[config.mk]
export PLATFORM = sky130hd
export DESIGN_NAME = hcma_host_port
export DESIGN_NICKNAME = d
export VERILOG_FILES = /design/src/pkg/hcma_pkg.sv /design/src/hdl/hcma_host_port.sv
export VERILOG_INCLUDE_DIRS = /design/src /design/src/pkg
export SDC_FILE = /design/constraint.sdc
export NUM_CORES = 1
export LEC_CHECK = 0
export BUFFER_PORTS_ARGS = -buffer_cell sky130_fd_sc_hd__buf_2
export CORE_ASPECT_RATIO = 0.9
export CORE_MARGIN = 5
export CORE_UTILIZATION = 45
export CTS_CLUSTER_SIZE = 30
export DETAILED_ROUTE_END_ITERATION = 12
export HOLD_SLACK_MARGIN = 0.08
export PLACE_DENSITY_LB_ADDON = 0.1
export SYNTH_ARGS = -nofsm -noshare
export SYNTH_HDL_FRONTEND = slang
export SYNTH_SLANG_ARGS = --single-unit
[constraint.sdc]
create_clock -name ref_clk -period 8.4 [get_ports ref_clk]
set_input_delay 1.68 -clock ref_clk [delete_from_list [all_inputs] [get_ports ref_clk]]
set_output_delay 1.68 -clock ref_clk [all_outputs]
set_load 0.1 [all_outputs]
[src/pkg/hcma_cfg.svh]
`ifndef HCMA_CFG_SVH
`define HCMA_CFG_SVH

`define HCMA_ADDR_W      16
`define HCMA_DATA_W      16
`define HCMA_MODE_BC     2'h0
`define HCMA_MODE_RT     2'h1
`define HCMA_MODE_SMON   2'h2
`define HCMA_MODE_WMON   2'h3
`define HCMA_XFER_CYC    2'h2

`endif

[src/pkg/hcma_pkg.sv]
`include "hcma_cfg.svh"

package hcma_pkg;
    typedef enum logic [1:0] {
        HCMA_IDLE = 2'b00,
        HCMA_XFER = 2'b01,
        HCMA_DONE = 2'b10
    } hcma_state_e;

    typedef struct packed {
        logic                     write;
        logic [`HCMA_ADDR_W-1:0]  addr;
        logic [`HCMA_DATA_W-1:0]  wdata;
    } hcma_req_s;

    typedef struct packed {
        logic xmit_pos;
        logic xmit_neg;
        logic recv_pos;
        logic recv_neg;
        logic inhibit;
    } hcma_chan_s;
endpackage

[src/hdl/hcma_host_port.sv]
// Contract
// (RULE1) Host access is taken only while chip select is low.
// (RULE2) Host holds data strobe low for the whole cycle.
// (RULE3) Direction high means read; low means write data into device.
// (RULE4) In controller, terminal, selective monitor: activity low while message processed.
// (RULE5) In word monitor: activity low while monitor is online.
// (RULE6) Transmit, receive and inhibit paths loop internally per channel.
// (RULE7) Host keeps strobe low until ready goes low on waited accesses.
// (RULE8) Ready rests high, drops after a cycle, returns high when transfer ends.
`timescale 1ns/1ps
`include "hcma_cfg.svh"

module hcma_host_port
    import hcma_pkg::*;
(
    input  wire logic                    ref_clk,
    input  wire logic                    rst,
    input  wire logic                    host_select_n,
    input  wire logic                    host_data_strobe_n,
    input  wire logic                    host_read_not_write,
    input  wire logic [`HCMA_ADDR_W-1:0] host_addr,
    input  wire logic [`HCMA_DATA_W-1:0] host_wdata,
    input  wire logic                    unused_grant_byte_select,
    output logic                         host_ready_n,
    output logic                         host_io_enable_n,
    output hcma_req_s                    core_req,
    output logic                         core_req_valid,
    input  wire logic [1:0]              core_mode,
    input  wire logic                    core_msg_busy,
    input  wire logic                    core_monitor_online,
    output logic                         message_active_n,
    input  wire hcma_chan_s              proto_ch_a,
    input  wire hcma_chan_s              proto_ch_b,
    output hcma_chan_s                   xcvr_ch_a,
    output hcma_chan_s                   xcvr_ch_b
);

    // ------------------------------------------------------------
    // Pin synchronisers
    // ------------------------------------------------------------
    logic [2:0] pin_meta_q;
    logic [2:0] pin_sync_q;

    always_ff @(posedge ref_clk or posedge rst) begin
        if (rst) begin
            pin_meta_q <= 3'h7;
            pin_sync_q <= 3'h7;
        end else begin
            pin_meta_q <= {host_select_n, host_data_strobe_n, host_read_not_write};
            pin_sync_q <= pin_meta_q;
        end
    end

    logic sel_n_s;
    logic strb_n_s;
    logic rd_s;
    assign sel_n_s  = pin_sync_q[2];
    assign strb_n_s = pin_sync_q[1];
    assign rd_s     = pin_sync_q[0];

    // Address and data ride two stages like the strobe, so they line up at capture.
    // The host holds them steady while the strobe is low, so no bit can tear.
    logic [`HCMA_ADDR_W-1:0] addr_meta_q;
    logic [`HCMA_ADDR_W-1:0] addr_sync_q;
    logic [`HCMA_DATA_W-1:0] wdata_meta_q;
    logic [`HCMA_DATA_W-1:0] wdata_sync_q;

    always_ff @(posedge ref_clk or posedge rst) begin
        if (rst) begin
            addr_meta_q  <= '0;
            addr_sync_q  <= '0;
            wdata_meta_q <= '0;
            wdata_sync_q <= '0;
        end else begin
            addr_meta_q  <= host_addr;
            addr_sync_q  <= addr_meta_q;
            wdata_meta_q <= host_wdata;
            wdata_sync_q <= wdata_meta_q;
        end
    end

    logic cycle_req;
    assign cycle_req = !sel_n_s && !strb_n_s; // RULE1

    function automatic logic xfer_last(logic [1:0] cnt);
        return cnt == `HCMA_XFER_CYC - 2'h1;
    endfunction

    // ------------------------------------------------------------
    // Host cycle sequencer
    // ------------------------------------------------------------
    hcma_state_e state_q;
    logic [1:0]  xfer_cnt_q;

    always_ff @(posedge ref_clk or posedge rst) begin
        if (rst) begin
            state_q    <= HCMA_IDLE;
            xfer_cnt_q <= 2'h0;
        end else begin
            case (state_q)
                HCMA_IDLE: begin
                    xfer_cnt_q <= 2'h0;
                    if (cycle_req) begin // RULE1
                        state_q <= HCMA_XFER;
                    end
                end
                HCMA_XFER: begin
                    xfer_cnt_q <= xfer_cnt_q + 2'h1;
                    if (xfer_last(xfer_cnt_q)) begin
                        state_q <= HCMA_DONE;
                    end
                end
                HCMA_DONE: begin
                    // Wait for strobe or select release so one strobe gives one transfer
                    if (strb_n_s || sel_n_s) begin // RULE7
                        state_q <= HCMA_IDLE;
                    end
                end
                default: begin
                    state_q <= HCMA_IDLE;
                end
            endcase
        end
    end

    // ------------------------------------------------------------
    // Request capture and strobes
    // ------------------------------------------------------------
    always_ff @(posedge ref_clk or posedge rst) begin
        if (rst) begin
            core_req       <= '0;
            core_req_valid <= 1'b0;
        end else begin
            core_req_valid <= 1'b0;
            if (state_q == HCMA_IDLE && cycle_req) begin
                core_req.write <= !rd_s; // RULE3
                core_req.addr  <= addr_sync_q;
                core_req.wdata <= wdata_sync_q;
                core_req_valid <= 1'b1;
            end
        end
    end

    always_ff @(posedge ref_clk or posedge rst) begin
        if (rst) begin
            host_ready_n     <= 1'b1;
            host_io_enable_n <= 1'b1;
        end else begin
            host_ready_n     <= !(state_q == HCMA_XFER && xfer_last(xfer_cnt_q)); // RULE8
            host_io_enable_n <= !(state_q == HCMA_XFER);
        end
    end

    // ------------------------------------------------------------
    // Message activity
    // ------------------------------------------------------------
    always_ff @(posedge ref_clk or posedge rst) begin
        if (rst) begin
            message_active_n <= 1'b1;
        end else if (core_mode == `HCMA_MODE_WMON) begin
            message_active_n <= !core_monitor_online; // RULE5
        end else begin
            message_active_n <= !core_msg_busy; // RULE4
        end
    end

    // ------------------------------------------------------------
    // Internal channel loopback
    // ------------------------------------------------------------
    assign xcvr_ch_a = proto_ch_a; // RULE6
    assign xcvr_ch_b = proto_ch_b; // RULE6
endmodule

Word-level counts from Yosys, hierarchy flattened
Cells that the tools add are included.

storage, ports and cells
  register bits after elaboration = 111
  bits of input ports = 52
  output and inout port bits = 47
  logic and storage cells = 44

cells by class
  $add $sub $neg = 1
  eq/ne operators = 7
  multiplexer cells = 7
  reduce and logical (&&, ||, !) cells = 14

operators by type and width
  kind                                            number
  zero test 1 bit                                 7
  two-way mux 2 bit                               3
  inequality test 2 bit (second input constant)   3
  one-hot mux 2 bit (3 select lines)              1
  == test 2 x 1 -> 1 bit (second input constant)  2
  == test 2 bit (second input constant)           2
  one-hot mux 2 bit (2 select lines)              1
  logical AND 1 bit                               3
  AND reduction 3 bit                             1
  adder 2 x 1 -> 2 bit (second input constant)    1
  zero test 2 bit                                 1
  two-way mux 1 bit                               2
  nonzero test 2 bit                              1
  logical OR 1 bit                                1

Depth between registers and ports, before layout
  word-level depth = 4
  gate-level depth with buffers = 4
  depth with buffers taken out = 4

Worst setup path before layout
No wires, ideal clock.

  path type = input -> output
  from = in proto_ch_a[0] (netlist bit)
  to = out xcvr_ch_a[0] (netlist bit)
  arrival = 1,943 ps
  required time = 6,720 ps
  setup slack = 4,777 ps
  cell stages on the path = 1
  buffers on the path = 1
  cell sequence = buf_4

RTL lines
  item                RTL line              source
  start: declaration  hcma_host_port.sv:32  input wire hcma_chan_s proto_ch_a,
  end: declaration    hcma_host_port.sv:34  output hcma_chan_s xcvr_ch_a,

No word-level cell between the ends.

Final worst setup path
  from = in proto_ch_b[0] (netlist bit)
  to = out xcvr_ch_b[0] (netlist bit)

RTL lines
  item                RTL line              source
  start: declaration  hcma_host_port.sv:33  input wire hcma_chan_s proto_ch_b,
  end: declaration    hcma_host_port.sv:35  output hcma_chan_s xcvr_ch_b

No word-level cell between the ends.

==> flow_metrics.env <==
export IMPL_drt_wl_total_um=5090
export IMPL_rsz0062_at_grt="false"
export IMPL_drive_gt1_frac=0.535
export IMPL_path_max_fanout=1
export IMPL_ys_ff_latch=111
export IMPL_finalHoldViolations=0
export IMPL_core_area_mm2=0.00743
export IMPL_maxSlewViolCount=0
export IMPL_numClockSinks=111
export IMPL_drt_initial_drc_count=31
export IMPL_grt_pass1_vias=1729
export IMPL_initial_core_util=0.456
export IMPL_die_x_um=101
export IMPL_max_freq_mhz=298
export IMPL_die_area_mm2=0.00937
export IMPL_syn_area_mm2=0.00339
export IMPL_nNetsFinal=304
export IMPL_synth_cell_type_count=18
export IMPL_vias=1565
export IMPL_yosysSeqAreaShare=0.823
export IMPL_synth_warnings=0
export IMPL_syn_nets=227
export IMPL_root_buffer="clkbuf_8"
export IMPL_end_kind="output pin"
export IMPL_antenna_found_initial=1
export IMPL_rows=30
export IMPL_fin_skew_ns=0.0117
export IMPL_setup_viol=0
export IMPL_place_hpwl_um=3360
export IMPL_port_buffers=77
export IMPL_cts_setup_buffers=0
export IMPL_relSlewSlack=0.351
export IMPL_grt_pass1_wl_um=8680
export IMPL_clkLatencyLatePin_ns=0.35
export IMPL_fillers=633
export IMPL_routedWlPerCell_um=14.5
export IMPL_period_needed_ns=3.36
export IMPL_criticalPathCategory="in -> out"
export IMPL_drc=0
export IMPL_area_delta_synth_final_pct=18.0
export IMPL_cp_required_ns=6.72
export IMPL_cts_tree="yes"
export IMPL_fin_setup_tns_ns=0
export IMPL_ios=99
export IMPL_fin_crit_sh=0.400
export IMPL_multiInputGateArea_um2=477
export IMPL_seqCellArea_mm2=0.00279
export IMPL_die_h_um=92.3
export IMPL_grt_max_degree=60
export IMPL_vias_per_cell=4.45
export IMPL_first_pass_iters=4
export IMPL_status="complete, no violations"
export IMPL_drv_cap=0
export IMPL_antenna_left=0
export IMPL_cts_buffers_inserted=9
export IMPL_place_gp_congestion=0.738
export IMPL_synth_cells=174
export IMPL_clkSlewWorstSetupHoldPaths_ns=0.10
export IMPL_reg2reg_slack_ns=6.13
export IMPL_htreeDepth=3
export IMPL_start_kind="primary input"
export IMPL_antenna_cells=0
export IMPL_ctsLongestPathBuffers=2
export IMPL_cts_resized=0
export IMPL_track_usage=0.124
export IMPL_overflow=0
export IMPL_tightest_slew_ns=0.967
export IMPL_crit_arrival_ns=1.68
export IMPL_cts_hold_buf=0
export IMPL_hp_class="reg -> reg"
export IMPL_avgSynthCellArea_um2=19.5
[per-stage QoR]
| stage | util | hold slack, ns | setup WS, ns | cells | instance area, um2 |
|---|---|---|---|---|---|
| 2_1_floorplan | - | 0.331 | 3.80 | 174 | 3390 |
| 3_3_place_gp | 0.512 | 0.331 | 5.04 | 336 | 3800 |
| 3_5_place_dp | 0.512 | 0.335 | 5.04 | 336 | 3800 |
| 4_1_cts | 0.538 | 0.357 | 5.04 | 352 | 4000 |
| 5_1_grt | 0.538 | 0.357 | 5.04 | 352 | 4000 |
| 6_report | 0.538 | 0.347 | 5.04 | 352 | 4000 |
[cells in the mapped netlist (all sizes together)]
library cell	n	area share
dfrtp	102	0.75
mux2	32	0.11
buf	13	0.032
dfstp	9	0.070
inv	4	0.0044
mux2i	2	0.0059
nand2	2	0.0022
or2b	2	0.0044
a21oi	1	0.0015
ha	1	0.0037
nand3b	1	0.0022
nor4	1	0.0063
o21ai	1	0.0015
o22ai	1	0.0018
o41ai	1	0.0026
or3	1	0.0022
[registers in the layout, summed over array words and instances (netlist names)]
register          count
wdata_sync_q         16
core_req             33
wdata_meta_q         16
addr_sync_q          16
pin_sync_q            3
state_q               2
message_active_n      1
core_req_valid        1
pin_meta_q            3
host_ready_n          1
host_io_enable_n      1
xfer_cnt_q            2
addr_meta_q          16
[per-layer routing]
metal / vias to the layer above / track usage / wire [um]
met2: 54 / 0.186 / 2440
met1: 771 / 0.151 / 2070
met5: - / 0 / 20
met3: 23 / 0.0617 / 437
li1: 715 / - / -
met4: 2 / 0.0509 / 122
[final timing paths]
| kind | cells after the start | to | startpoint |
|---|---|---|---|
| min | 0 | pin_sync_q[1] | pin_meta_q[1] |
| max in group asynchronous | 3 | core_req[30] | rst |
| min reg2reg | 0 | pin_sync_q[1] | pin_meta_q[1] |
| max | 0 | xcvr_ch_b[0] | proto_ch_b[0] |
| max reg2reg | 3 | core_req[18] | state_q[0] |
| min in group asynchronous | 2 | addr_sync_q[5] | rst |
[final cells by class]
class / count / share of cell area
Inverter: 4 / 0.00438
Multi-Input combinational cell: 46 / 0.119
Tap cell: 96 / 0.0300
Clock buffer: 10 / 0.0319
Clock inverter: 6 / 0.0172
Sequential cell: 111 / 0.697
Timing Repair Buffer: 79 / 0.100
[kinds of logic after synthesis]
kind of cell    Yosys count  share of synthesized area
simple gates              7                     0.0174
buf+inv                  17                     0.0365
mux                      34                      0.112
compound gates            4                    0.00738
flops                   111                      0.823
fa+ha+maj                 1                    0.00369
[cell usage in the layout, fill, tap and decap left out, types with 2 or more instances in the layout]
master	instances
buf_2	77
buf_4	2
clkbuf_8	9
clkinv_4	2
dfrtp_1	102
dfstp_2	9
inv_1	3
mux2_2	31
mux2i_1	2
nand2_1	2
or2b_1	2
Power is not shown: default switching activity piles up to over one toggle a cycle in this logic, so the estimate is an artifact.
